File: config.mk
export PLATFORM = sky130hd
export DESIGN_NAME = fsp_ctrl
export DESIGN_NICKNAME = d
export VERILOG_FILES = /design/src/fsp_pkg.sv /design/src/fsp_hold_if.sv /design/src/fsp_hold_buf.sv /design/src/fsp_ctrl.sv
export SDC_FILE = /design/constraint.sdc
export NUM_CORES = 1
export LEC_CHECK = 0
export ABC_AREA = 1
export BUFFER_PORTS_ARGS = -buffer_cell sky130_fd_sc_hd__buf_4
export CAP_MARGIN = 40
export CORE_MARGIN = 2
export CORE_UTILIZATION = 23
export CTS_CLUSTER_DIAMETER = 150
export DETAILED_ROUTE_END_ITERATION = 6
export GPL_TIMING_DRIVEN = 1
export HOLD_SLACK_MARGIN = 0.06
export PLACE_DENSITY = 0.48
export SLEW_MARGIN = 10
export SYNTH_ARGS = -nofsm -noshare
export SYNTH_HDL_FRONTEND = slang
export SYNTH_SLANG_ARGS = --single-unit
export TNS_END_PERCENT = 30
File: constraint.sdc
create_clock -name clk -period 3.3 [get_ports clk]
set_clock_uncertainty 0.15 [all_clocks]
set_input_delay 0.165 -clock clk [delete_from_list [all_inputs] [get_ports clk]]
set_output_delay 0.165 -clock clk [all_outputs]
set_load 0.02 [all_outputs]
File: src/fsp_pkg.sv
/*
 * Shared constants and types of the flash self-program controller.
 * Assumes a 10 MHz core clock and an 8-bit register port with 12-bit addresses.
 */
package fsp_pkg;

	// ********************************************************
	// Register map
	// ********************************************************
	localparam int unsigned REG_ADDR_W        = 12;
	localparam logic [11:0] OFF_FLASH_CONTROL = 12'hfa6;
	localparam logic [11:0] OFF_UNLOCK_KEY    = 12'hfa7;
	localparam logic [11:0] OFF_TABLE_LATCH   = 12'hff5;
	localparam logic [11:0] OFF_PTR_LOW       = 12'hff6;
	localparam logic [11:0] OFF_PTR_HIGH      = 12'hff7;
	localparam logic [11:0] OFF_PTR_UPPER     = 12'hff8;

	// ********************************************************
	// Control register fields
	// ********************************************************
	localparam int unsigned CTL_WORD_PROG = 5;
	localparam int unsigned CTL_ERASE     = 4;
	localparam int unsigned CTL_WRITE_ERROR_FLAG     = 3;
	localparam int unsigned CTL_WRITE_ENABLE_BIT      = 2;
	localparam int unsigned CTL_START     = 1;
	localparam logic [7:0]  KEY_FIRST     = 8'h55;
	localparam logic [7:0]  KEY_SECOND    = 8'haa;

	// ********************************************************
	// Pointer and array geometry
	// ********************************************************
	localparam int unsigned PTR_W        = 22;
	localparam int unsigned PTR_ADDR_W   = 21;
	localparam int unsigned PTR_CFG_BIT  = 21;
	localparam int unsigned HOLD_DEPTH   = 64;
	localparam int unsigned HOLD_IDX_W   = 6;
	localparam int unsigned BLK_LSB      = 10;
	localparam int unsigned BLK_W        = 12;
	localparam int unsigned ROW_LSB      = 6;
	localparam logic [6:0]  ROW_BYTES    = 7'h40;
	localparam logic [6:0]  WORD_BYTES   = 7'h02;
	localparam logic [7:0]  ERASED_BYTE  = 8'hff;
	localparam logic [7:0]  ZERO_BYTE    = 8'h00;

	// ********************************************************
	// Timing
	// ********************************************************
	localparam int unsigned CLK_PERIOD_NS = 100;
	localparam int unsigned TMR_W         = 24;

	typedef enum logic [1:0] {PTR_KEEP, PTR_POST_INC, PTR_POST_DEC, PTR_PRE_INC} fsp_ptr_mode_e;
	typedef enum logic [1:0] {SEQ_IDLE, SEQ_LOAD, SEQ_WAIT} fsp_seq_e;

endpackage

File: src/fsp_hold_if.sv
/*
 * Link between the sequencer and the program-memory holding registers.
 * Assumes both ends run on the core clock.
 */
interface fsp_hold_if;
	import fsp_pkg::*;

	logic                  wr_en;
	logic [HOLD_IDX_W-1:0] wr_idx;
	logic [7:0]            wr_data;
	logic [HOLD_IDX_W-1:0] rd_idx;
	logic [7:0]            rd_data;
	logic                  fill;

	modport owner (output wr_en, output wr_idx, output wr_data, output rd_idx, output fill, input rd_data);
	modport store (input wr_en, input wr_idx, input wr_data, input rd_idx, input fill, output rd_data);

endinterface

File: src/fsp_hold_buf.sv
/*
 * Holding registers: 64 bytes of flip-flops filled by table writes.
 * Assumes the owner never writes and fills in the same cycle.
 */
module fsp_hold_buf
	import fsp_pkg::*;
(
	input  wire logic clk,
	input  wire logic rst_n,
	input  wire logic ce,
	fsp_hold_if.store hold
);

	logic [7:0] mem_r [HOLD_DEPTH];

	// ********************************************************
	// One byte per entry
	// ********************************************************
	genvar gi;
	generate
		for (gi = 0; gi < HOLD_DEPTH; gi++)
		begin : g_entry
			always_ff @(posedge clk)
			begin
				if (!rst_n)
					mem_r[gi] <= ERASED_BYTE;
				else if (ce)
				begin
					// Emptied after each program so stale bytes never reach the array
					if (hold.fill)
						mem_r[gi] <= ERASED_BYTE;
					else if (hold.wr_en && hold.wr_idx == HOLD_IDX_W'(gi))
						mem_r[gi] <= hold.wr_data;
				end
			end
		end
	endgenerate

	assign hold.rd_data = mem_r[hold.rd_idx];

endmodule

File: src/fsp_ctrl.sv
/*
 * Flash self-program controller: table reads and writes, unlock key,
 * control register, holding-register program and block erase sequencer.
 * Assumes a flash array on the same clock that returns a 16-bit word in the
 * cycle after a read enable, and a core that waits for tbl_done.
 */
// The address-and-strobe port was left to the implementer.
//
// Overview of operation
// - A table read fetches one byte into the table latch.
// - Erase always clears a whole 1024-byte block.
// - No command exists that erases the whole program memory.
// - Instruction fetch is stalled while program or erase runs.
// - An internal timer alone sets and ends each operation's length.
// - Bytes move between program memory and data only via the latch.
// - Table write loads a holding register; array changes only on start.
// - Table reads and writes use any byte address, no alignment.
// - The unlock key port stores nothing and reads as zero.
// - Word program select picks 2-byte or 64-byte programming.
// - Erase select makes start erase; hardware clears it on completion.
// - Error flag sets on start, clears on normal timer completion.
// - Error flag stays set across reset mid-operation or improper attempt.
// - Write enable clears on power-up and gates program and erase.
// - Software can only set start; hardware clears it at the end.
// - Control bits 7-6 and 0 ignore writes and read zero.
// - Start is accepted only right after key writes 0x55 then 0xAA.
// - Pointer is 22 bits; top bit selects configuration space.
// - Low pointer bits pick holding register; upper twelve pick the block.
// - Four pointer updates per table op, on the low 21 bits only.
module fsp_ctrl
	import fsp_pkg::*;
#(
	parameter int unsigned PROG_TIME_NS  = 1000000,
	parameter int unsigned ERASE_TIME_NS = 2000000
)
(
	input  wire logic                  clk,
	input  wire logic                  rst_n,
	input  wire logic                  por_n,
	input  wire logic                  ce,
	input  wire logic [REG_ADDR_W-1:0] reg_addr,
	input  wire logic [7:0]            reg_wdata,
	input  wire logic                  reg_we,
	input  wire logic                  reg_re,
	output logic      [7:0]            reg_rdata,
	input  wire logic                  tbl_req,
	input  wire logic                  tbl_write,
	input  wire fsp_ptr_mode_e         tbl_mode,
	output logic                       tbl_done,
	output logic                       fetch_stall,
	output logic                       flash_rd_en,
	output logic      [PTR_W-1:0]      flash_rd_addr,
	input  wire logic [15:0]           flash_rd_data,
	output logic                       flash_wr_en,
	output logic      [PTR_W-1:0]      flash_wr_addr,
	output logic      [7:0]            flash_wr_data,
	output logic                       flash_erase_en,
	output logic      [BLK_W-1:0]      flash_erase_blk
);

	// ********************************************************
	// Timer lengths
	// ********************************************************
	// Least times, rounded up to whole cycles
	localparam int unsigned PROG_CYC  = (PROG_TIME_NS + CLK_PERIOD_NS - 1) / CLK_PERIOD_NS;
	localparam int unsigned ERASE_CYC = (ERASE_TIME_NS + CLK_PERIOD_NS - 1) / CLK_PERIOD_NS;
	localparam logic [TMR_W-1:0] PROG_LOAD_VAL  = TMR_W'(PROG_CYC - 1);
	localparam logic [TMR_W-1:0] ERASE_LOAD_VAL = TMR_W'(ERASE_CYC - 1);

	// ********************************************************
	// Declarations
	// ********************************************************
	logic                  sys_rst_n;
	logic                  word_prog_r;
	logic                  erase_sel_r;
	logic                  write_error_flag_r;
	logic                  write_enable_bit_r;
	logic                  start_r;
	logic                  key_stage_r;
	logic                  armed_r;
	logic [7:0]            table_latch_r;
	logic [PTR_W-1:0]      table_pointer_r;
	logic                  rd_pend_r;
	logic                  rd_cap_r;
	logic                  tbl_done_r;
	fsp_seq_e              seq_r;
	logic                  seq_erase_r;
	logic [TMR_W-1:0]      tmr_r;
	logic [PTR_W-1:0]      seq_addr_r;
	logic [6:0]            seq_cnt_r;
	logic                  fetch_stall_r;
	logic                  flash_rd_en_r;
	logic [PTR_W-1:0]      flash_rd_addr_r;
	logic                  flash_wr_en_r;
	logic [PTR_W-1:0]      flash_wr_addr_r;
	logic [7:0]            flash_wr_data_r;
	logic                  flash_erase_en_r;
	logic [BLK_W-1:0]      flash_erase_blk_r;
	logic [7:0]            reg_rdata_r;
	logic                  ctl_wr;
	logic                  key_wr;
	logic                  start_req;
	logic                  start_go;
	logic                  start_bad;
	logic                  seq_done;
	logic                  tbl_busy;
	logic                  tbl_take;
	logic [PTR_ADDR_W-1:0] ptr_low;
	logic [PTR_ADDR_W-1:0] ptr_eff;
	logic [PTR_ADDR_W-1:0] ptr_nxt;

	fsp_hold_if hold ();

	fsp_hold_buf u_hold (
		.clk   (clk),
		.rst_n (sys_rst_n),
		.ce    (ce),
		.hold  (hold)
	);

	// ********************************************************
	// Decode
	// ********************************************************
	assign sys_rst_n = rst_n & por_n;
	assign ctl_wr    = reg_we && reg_addr == OFF_FLASH_CONTROL;
	assign key_wr    = reg_we && reg_addr == OFF_UNLOCK_KEY;
	assign start_req = ctl_wr && reg_wdata[CTL_START] && !start_r;
	assign start_go  = start_req && reg_wdata[CTL_WRITE_ENABLE_BIT] && armed_r;
	assign start_bad = start_req && !(reg_wdata[CTL_WRITE_ENABLE_BIT] && armed_r);
	assign seq_done  = seq_r == SEQ_WAIT && tmr_r == '0;
	assign tbl_busy  = rd_pend_r || rd_cap_r || seq_r != SEQ_IDLE;
	assign tbl_take  = tbl_req && !tbl_busy;

	// Pointer arithmetic touches only the byte address, never the space bit
	assign ptr_low = table_pointer_r[PTR_ADDR_W-1:0];
	assign ptr_eff = (tbl_mode == PTR_PRE_INC) ? ptr_low + 1'b1 : ptr_low;
	always_comb
	begin
		unique case (tbl_mode)
			PTR_KEEP:     ptr_nxt = ptr_low;
			PTR_POST_INC: ptr_nxt = ptr_low + 1'b1;
			PTR_POST_DEC: ptr_nxt = ptr_low - 1'b1;
			PTR_PRE_INC:  ptr_nxt = ptr_low + 1'b1;
		endcase
	end

	// Table write lands in a holding register only
	assign hold.wr_en   = ce && tbl_take && tbl_write;
	assign hold.wr_idx  = ptr_eff[HOLD_IDX_W-1:0];
	assign hold.wr_data = table_latch_r;
	assign hold.rd_idx  = seq_addr_r[HOLD_IDX_W-1:0];
	assign hold.fill    = ce && seq_done && !seq_erase_r;

	// ********************************************************
	// Control register
	// ********************************************************
	always_ff @(posedge clk)
	begin
		if (!sys_rst_n)
		begin
			word_prog_r <= 1'b0;
			erase_sel_r <= 1'b0;
			write_enable_bit_r      <= 1'b0;
			start_r     <= 1'b0;
		end
		else if (ce)
		begin
			if (ctl_wr)
			begin
				word_prog_r <= reg_wdata[CTL_WORD_PROG];
				erase_sel_r <= reg_wdata[CTL_ERASE];
				write_enable_bit_r      <= reg_wdata[CTL_WRITE_ENABLE_BIT];
			end
			// Zero written to start is simply dropped
			if (start_go)
				start_r <= 1'b1;
			if (seq_done)
			begin
				start_r <= 1'b0;
				if (seq_erase_r)
					erase_sel_r <= 1'b0;
			end
		end
	end

	// Of the two resets only por_n clears the error flag, so an op cut off by rst_n stays flagged
	always_ff @(posedge clk)
	begin
		if (!por_n)
			write_error_flag_r <= 1'b0;
		else if (ce)
		begin
			if (ctl_wr)
				write_error_flag_r <= reg_wdata[CTL_WRITE_ERROR_FLAG];
			if (seq_done)
				write_error_flag_r <= 1'b0;
			if (start_go || start_bad)
				write_error_flag_r <= 1'b1;
		end
	end

	// ********************************************************
	// Unlock key
	// ********************************************************
	// Any other register write breaks the sequence
	always_ff @(posedge clk)
	begin
		if (!sys_rst_n)
		begin
			key_stage_r <= 1'b0;
			armed_r     <= 1'b0;
		end
		else if (ce && reg_we)
		begin
			if (key_wr)
			begin
				key_stage_r <= reg_wdata == KEY_FIRST;
				armed_r     <= key_stage_r && reg_wdata == KEY_SECOND;
			end
			else
			begin
				key_stage_r <= 1'b0;
				armed_r     <= 1'b0;
			end
		end
	end

	// ********************************************************
	// Table pointer and latch
	// ********************************************************
	always_ff @(posedge clk)
	begin
		if (!sys_rst_n)
			table_pointer_r <= '0;
		else if (ce)
		begin
			if (reg_we && reg_addr == OFF_PTR_LOW)
				table_pointer_r[7:0] <= reg_wdata;
			if (reg_we && reg_addr == OFF_PTR_HIGH)
				table_pointer_r[15:8] <= reg_wdata;
			if (reg_we && reg_addr == OFF_PTR_UPPER)
				table_pointer_r[PTR_W-1:16] <= reg_wdata[PTR_W-17:0];
			if (tbl_take)
				table_pointer_r[PTR_ADDR_W-1:0] <= ptr_nxt;
		end
	end

	always_ff @(posedge clk)
	begin
		if (!sys_rst_n)
			table_latch_r <= ZERO_BYTE;
		else if (ce)
		begin
			if (reg_we && reg_addr == OFF_TABLE_LATCH)
				table_latch_r <= reg_wdata;
			// Address bit 0 picks the byte of the word
			if (rd_cap_r)
				table_latch_r <= flash_rd_addr_r[0] ? flash_rd_data[15:8] : flash_rd_data[7:0];
		end
	end

	// ********************************************************
	// Table operation pipeline
	// ********************************************************
	always_ff @(posedge clk)
	begin
		if (!sys_rst_n)
		begin
			rd_pend_r       <= 1'b0;
			rd_cap_r        <= 1'b0;
			tbl_done_r      <= 1'b0;
			flash_rd_en_r   <= 1'b0;
			flash_rd_addr_r <= '0;
		end
		else if (ce)
		begin
			rd_pend_r     <= tbl_take && !tbl_write;
			rd_cap_r      <= rd_pend_r;
			flash_rd_en_r <= tbl_take && !tbl_write;
			tbl_done_r    <= (tbl_take && tbl_write) || rd_cap_r;
			if (tbl_take && !tbl_write)
				flash_rd_addr_r <= {table_pointer_r[PTR_CFG_BIT], ptr_eff};
		end
	end

	// ********************************************************
	// Program and erase sequencer
	// ********************************************************
	always_ff @(posedge clk)
	begin
		if (!sys_rst_n)
		begin
			seq_r       <= SEQ_IDLE;
			seq_erase_r <= 1'b0;
			tmr_r       <= '0;
			seq_addr_r  <= '0;
			seq_cnt_r   <= '0;
		end
		else if (ce)
		begin
			if (seq_r != SEQ_IDLE && tmr_r != '0)
				tmr_r <= tmr_r - 1'b1;
			unique case (seq_r)
				SEQ_IDLE:
				begin
					if (start_go)
					begin
						seq_erase_r <= reg_wdata[CTL_ERASE];
						if (reg_wdata[CTL_ERASE])
						begin
							tmr_r <= ERASE_LOAD_VAL;
							seq_r <= SEQ_WAIT;
						end
						else
						begin
							tmr_r <= PROG_LOAD_VAL;
							seq_r <= SEQ_LOAD;
							// Word mode takes the aligned byte pair, row mode the whole row
							if (reg_wdata[CTL_WORD_PROG])
							begin
								seq_addr_r <= {table_pointer_r[PTR_W-1:1], 1'b0};
								seq_cnt_r  <= WORD_BYTES;
							end
							else
							begin
								seq_addr_r <= {table_pointer_r[PTR_W-1:ROW_LSB], {ROW_LSB{1'b0}}};
								seq_cnt_r  <= ROW_BYTES;
							end
						end
					end
				end
				SEQ_LOAD:
				begin
					seq_addr_r <= seq_addr_r + 1'b1;
					seq_cnt_r  <= seq_cnt_r - 1'b1;
					if (seq_cnt_r == 7'h01)
						seq_r <= SEQ_WAIT;
				end
				SEQ_WAIT:
				begin
					if (seq_done)
						seq_r <= SEQ_IDLE;
				end
			endcase
		end
	end

	// ********************************************************
	// Array strobes and fetch stall
	// ********************************************************
	always_ff @(posedge clk)
	begin
		if (!sys_rst_n)
		begin
			flash_wr_en_r     <= 1'b0;
			flash_wr_addr_r   <= '0;
			flash_wr_data_r   <= ZERO_BYTE;
			flash_erase_en_r  <= 1'b0;
			flash_erase_blk_r <= '0;
			fetch_stall_r     <= 1'b0;
		end
		else if (ce)
		begin
			flash_wr_en_r    <= seq_r == SEQ_LOAD;
			flash_erase_en_r <= start_go && reg_wdata[CTL_ERASE];
			if (seq_r == SEQ_LOAD)
			begin
				flash_wr_addr_r <= seq_addr_r;
				flash_wr_data_r <= hold.rd_data;
			end
			// Only a block number leaves, so nothing larger can be erased
			if (start_go)
				flash_erase_blk_r <= table_pointer_r[PTR_W-1:BLK_LSB];
			if (start_go)
				fetch_stall_r <= 1'b1;
			else if (seq_done)
				fetch_stall_r <= 1'b0;
		end
	end

	// ********************************************************
	// Register read port
	// ********************************************************
	always_ff @(posedge clk)
	begin
		if (!sys_rst_n)
			reg_rdata_r <= ZERO_BYTE;
		else if (ce)
		begin
			reg_rdata_r <= ZERO_BYTE;
			if (reg_re)
			begin
				unique case (reg_addr)
					OFF_FLASH_CONTROL: reg_rdata_r <= {2'b00, word_prog_r, erase_sel_r, write_error_flag_r,
						write_enable_bit_r, start_r, 1'b0};
					OFF_TABLE_LATCH:   reg_rdata_r <= table_latch_r;
					OFF_PTR_LOW:       reg_rdata_r <= table_pointer_r[7:0];
					OFF_PTR_HIGH:      reg_rdata_r <= table_pointer_r[15:8];
					OFF_PTR_UPPER:     reg_rdata_r <= {2'b00, table_pointer_r[PTR_W-1:16]};
					// Key port and unmapped addresses read zero
					default:           reg_rdata_r <= ZERO_BYTE;
				endcase
			end
		end
	end

	assign reg_rdata       = reg_rdata_r;
	assign tbl_done        = tbl_done_r;
	assign fetch_stall     = fetch_stall_r;
	assign flash_rd_en     = flash_rd_en_r;
	assign flash_rd_addr   = flash_rd_addr_r;
	assign flash_wr_en     = flash_wr_en_r;
	assign flash_wr_addr   = flash_wr_addr_r;
	assign flash_wr_data   = flash_wr_data_r;
	assign flash_erase_en  = flash_erase_en_r;
	assign flash_erase_blk = flash_erase_blk_r;

endmodule

After elaboration in Yosys (flattened, before gate mapping). Memories as Yosys holds them, arrays and structs flattened. A register that Yosys moved wholly into a read port is not among the register bits. Cells that the tools add are included.

Add/subtract/negate cells: 5. Equal/unequal tests: 82. Mux-type cells: 493. Bitwise gates (word level): 129. Reduce and logical (&&, ||, !) cells: 126.

Operators by type and width (count): two-way mux 8 bit (134); two-way mux 1 bit (337); equality test 6 bit (second input constant) (32); bitwise OR 1 bit (128); equality test 6 x 5 -> 1 bit (second input constant) (16); logical AND 1 bit (88); equality test 12 bit (second input constant) (6); two-way mux 24 bit (3); equality test 6 x 4 -> 1 bit (second input constant) (8); two-way mux 22 bit (2); case mux 22 bit (2 select lines) (1); two-way mux 21 bit (2); case mux 21 bit (2 select lines) (1); case mux 8 bit (5 select lines) (1); equality test 6 x 3 -> 1 bit (second input constant) (4); logical NOT 24 bit (1); nonzero test 24 bit (1); subtractor 24 x 1 -> 24 bit (second input constant) (1); adder 22 x 1 -> 22 bit (second input constant) (1); adder 21 x 1 -> 21 bit (second input constant) (1); two-way mux 7 bit (3); subtractor 21 x 1 -> 21 bit (second input constant) (1); AND reduction 2 bit (8); two-way mux 15 bit (1); other kinds (24) (54).

Flip-flop bits (word level): 163. Bits in writable memories: 512. Bits of input ports: 46. Output and inout bits: 77. Word-level logic and storage cells: 863. Memories: 1.

Memory list: u_hold.mem_r (words 64, width 8, rd ports 1, clocked after memory_dff 1, wr ports 64, RTL line fsp_hold_buf.sv:14) `logic [7:0] mem_r [HOLD_DEPTH];`.

Depth between registers and ports, before layout.
Depth in word-level cells: 13. Depth in mapped cells: 17. Mapped depth without buffers: 14.

Hierarchy. A second synthesis with hierarchy kept.

Cells, all modules: 3967. Area, all modules: 33738.6 sq um.

By module, submodules not included: fsp_hold_buf (instances 1, cells an instance 2482, area each 24078.1 sq um, sequential area each 15374.7 sq um); fsp_ctrl (instances 1, cells an instance 1485, area each 9660.5 sq um, sequential area each 3423.3 sq um).

Worst setup path after synthesis. OpenSTA, ideal clock, no wires.

Path kind: register to register. Start point: register table_pointer_r[1]. End point: memory u_hold.mem_r[37][0], enable pin. Library setup time: 0.384 ns. Arrival time: 2.332 ns. Required time: 2.766 ns. Path slack: 0.434 ns. Cell stages (with the launch flop): 12. Path buffers: 1. Period minus slack after synthesis: 2.866 ns. Cell sequence: dfxtp_1 -> ha_1 -> nand3_2 -> xor2_1 -> nand2_1 -> o21ai_2 -> inv_2 -> nand2_1 -> nor2_8 -> inv_2 -> clkbuf_1 -> o21ai_0.

RTL lines: from (decl) (RTL line fsp_ctrl.sv:82) `logic [PTR_W-1:0] table_pointer_r;`; from (signal assigned) (RTL line fsp_ctrl.sv:238) `table_pointer_r[7:0] <= reg_wdata;`; from (signal, indexed assignment) (RTL line fsp_ctrl.sv:242) `table_pointer_r[PTR_W-1:16] <= reg_wdata[PTR_W-17:0];`; from (signal, indexed assignment) (RTL line fsp_ctrl.sv:244) `table_pointer_r[PTR_ADDR_W-1:0] <= ptr_nxt;`; to (decl) (RTL line fsp_hold_buf.sv:14).

==> impl_metrics.toml <==
[outcome]
run_status = "complete, no violations"

[synth]
post_synth_instance_area_mm2 = 0.0346
synth_cell_type_count = 50
postSynth.topFlopCell = "edfxtp_1"
synth_fp_nets = 4302
number_of_standard_cells_after_synthesis = 4246
synth-warning-count = 0
seq_total_area_yosys_pct = 54.4
async_reset_ff_share_pct = 0
avgSynthCellArea_um2 = 8.14
yosys-mux-area-fraction_pct = 0
compound_gate_portion_of_the_synthesized_area_pct = 8.47
post_synth_fa_ha_maj_area_fraction_pct = 0.362
ys_seq_elements = 683
post_synth_xor_area_fraction_pct = 0.879
yosys.area_share.simple_pct = 29.4
largest_family_of_logic_cells_by_synthesized_area = "simple AND/OR/NAND/NOR gates"
number_of_enable_type_register_cells_in_the_synthesized_netlist = 512

[clock_tree]
cts_buffers = 77
cts_post_setup_buffers_inserted = 0
cts.htree.levels = 3
tritoncts = "done"
clock_tree.buffer_depth = 3
cts_root_buffer = "clkbuf_16"
clk_pin_slew_worst_paths_ps = 60
clock_sink_count = 683
clock_latency_ps = 640

[global_routing]
antenna_violations_before_repair = 0
grt_max_degree = 84
first_global_vias = 29376
remaining_overflow_grt = 0
groute.usage.overall_pct = 15.8
grt_pass1_wl_um = 186000

[floorplanning]
floorplan.rows = 142
dieWidth_um = 392
die-area_mm2 = 0.153
dieHeight_um = 392
floorplan.initialDensity_pct = 23.1
io_pins = 123
floorplan.core_area_mm2 = 0.150

[setup_path]
worstPathMaxFanout = 8
timing.critical_path.from_type = "register"
setup.worst_path.end_class = "register"
r2r_setup_slack_ps = 160
timing_worst_setup_path_type = "reg -> reg"
cp_top_family = "simple AND/OR/NAND/NOR gates"
r2r.worst_path.cells = 9
cp_cell_sequence = "ha_1 -> xnor2_1 -> o21ai_1 -> inv_1 -> nand2_1 -> nor2_1 -> nand2_2 -> o21ai_0 -> buf_4"
worst_path_max_stage_delay_ps = 450
critical_path.startpoint = "table_pointer_r[1]"
regToRegEndpoint = "u_hold.mem_r[8][5]"
startpoint_of_the_lowest_slack_register_to_register_path = "table_pointer_r[1]"
path_buf_inv = 2
critical_path_arrival_ps = 3320
crit_cells = 9
critPathRequiredTime_ps = 3480
worst_setup_path_endpoint = "u_hold.mem_r[8][5]"
critical-path-slowest-cell = "dfxtp_1"

[drt]
via_per_inst = 4.65
drt-pass1-iter-count = 5
final_antenna_violating_net_count = 0
wl_per_cell_um = 19.1
drc = 0
routed_wirelength_um = 124000
detail_route.iter0.violations = 2971
routed_via_count = 30009

[power]
p_leak_nw = 14.5
cellPowerDensity_mw_per_mm2 = 462
power.ir.vdd_worst_mv = 0.366

[timing]
timing.final.max_slew_violations = 0
worst_slew_pin_slew_ps = 892
maxSlewHeadroom_pct = 40.1
fin_crit_ps = 3140
number_of_hold_slack_violations_in_the_final_timing_report = 0
grt_setup_unrepaired = "false"
clock.fmax_mhz = 318
finalSetupTns_ps = 0
setup_viol = 0
min_period_over_period_pct = 95.3

[final_layout]
layout-area-overhead-vs-synth_pct = 20.2
final_core_util_pct = 27.8
fin_nets = 4437
fillCellCount = 16237
mostFrequentLayoutCells = "nand2_1 (1107), nand3_1 (579), nor2_1 (574)"
post_route_cells_drive_above_1_share_pct = 11.6
leading_cell_type_in_the_layout_fill_and_taps_excluded = "nand2_1"
antenna_cell_count = 0

[place]
dp_hpwl_um = 81800
numPortBuffers = 122
finalWeightedCongestion = 0.912

[hold_path]
hold_path_class = "in -> reg"

[flow_run]
max-cap-violations = 0
[layer usage]
metal	share of wire, %	global-route usage, %	up-vias
li1	-	-	14423
met1	44	21.2	14476
met2	47	26.4	936
met3	5.5	2.04	174
met4	3.1	4.87	0
met5	0	0	-
[repair_timing]
action / CTS / global route
resized for setup: 0 / 2
hold buffers: 42 / 0
hold endpoints to repair: 74 / 0
setup endpoints to repair: 0 / 24
[synthesized netlist by cell type (2+ instances only)]
| master | number | share of area [%] |
|---|---|---|
| nand3_4 | 2 | 0.10 |
| o21ai_0 | 363 | 5.3 |
| nor2_4 | 22 | 0.72 |
| or2_2 | 5 | 0.090 |
| o211ai_1 | 9 | 0.20 |
| inv_2 | 16 | 0.17 |
| nor3_1 | 27 | 0.39 |
| clkbuf_1 | 161 | 1.7 |
| dfxtp_1 | 171 | 9.9 |
| a21oi_1 | 155 | 2.2 |
| nor2_2 | 5 | 0.090 |
| o22ai_1 | 6 | 0.11 |
| buf_6 | 2 | 0.065 |
| nand2_1 | 1108 | 12 |
| nand4_1 | 34 | 0.62 |
| buf_1 | 32 | 0.35 |
| nand3_2 | 2 | 0.058 |
| edfxtp_1 | 512 | 44 |
| clkinv_1 | 13 | 0.14 |
| nand2_2 | 8 | 0.14 |
| nand3b_1 | 5 | 0.11 |
| o211a_1 | 2 | 0.058 |
| xnor2_1 | 11 | 0.28 |
| buf_2 | 99 | 1.4 |
| xor2_2 | 2 | 0.094 |
| o21bai_1 | 2 | 0.043 |
| buf_4 | 4 | 0.087 |
| a211oi_1 | 5 | 0.11 |
| nor4_1 | 4 | 0.072 |
| ha_1 | 10 | 0.36 |
| inv_1 | 236 | 2.6 |
| nor2_1 | 585 | 6.4 |
| nor3b_1 | 3 | 0.065 |
| xor2_1 | 20 | 0.51 |
| nand3_1 | 579 | 8.4 |
| o21ai_1 | 7 | 0.10 |
| a31oi_1 | 3 | 0.054 |
| o22a_1 | 4 | 0.10 |
[metrics by stage]
stage	std cells	hold slack, ps	power [mW]	setup slack, ps	cell area [um^2]
after global routing	6457	135	19.8	0.997	41600
final	6457	104	19.2	157	41600
after CTS	6456	79.5	19.4	190	41500
after floorplan	4246	163	9.93	434	34600
after detailed placement	6275	285	10.3	190	38500
after global placement	6267	289	10.3	145	38500
[worst min-delay path: stages]
cell	delay (ps)
buf_4	120
nand2_1	60
nor2_1	80
nand4_1	80
nand3_1	100
nand3_1	160
a21oi_1	80
[layout make-up]
type	instances	area, um^2	area share, %
flip-flops and latches	683	18800	45.2
clock buffers	99	2080	5.01
clock inverters	40	495	1.19
repair buffers	354	3100	7.46
multi-input cells	3000	13600	32.6
well taps	2016	2520	6.07
inverters	265	1000	2.41
[sequential cells by signal, indices dropped and copies added (netlist names), 2 cells and up]
| name | flops |
|---|---|
| seq_r | 2 |
| hold.wr_data | 8 |
| reg_rdata | 8 |
| seq_addr_r | 22 |
| table_pointer_r | 22 |
| seq_cnt_r | 7 |
| flash_rd_addr | 22 |
| flash_wr_data | 8 |
| flash_wr_addr | 22 |
| u_hold.mem_r | 512 |
| flash_erase_blk | 12 |
| tmr_r | 24 |
[worst min path at each step]
stage / from / to / cells after the start
2_1_floorplan: por_n / write_error_flag_r / 1
3_3_place_gp: por_n / write_error_flag_r / 2
3_5_place_dp: por_n / write_error_flag_r / 2
4_1_cts: reg_addr[0] / word_prog_r / 7
5_1_grt: tbl_req / table_pointer_r[11] / 6
6_report: reg_addr[0] / reg_rdata[6] / 7
[power breakdown]
group / leakage (nW) / internal (mW) / switching (mW)
sequential: 5.16 / 9.21 / 0.0320
clock: 1.27 / 5.33 / 3.70
combinational: 8.09 / 0.282 / 0.663
total: 14.5 / 14.8 / 4.39
[logic make-up after synthesis]
family,after synthesis
flip-flops,683
adder cells (fa/ha/maj),10
AND/OR/NAND/NOR,2394
XOR/XNOR,33
buffers and inverters,563
AO/OA/AOI/OAI,563
No activity file was read; power rests on OpenSTA's default activity.
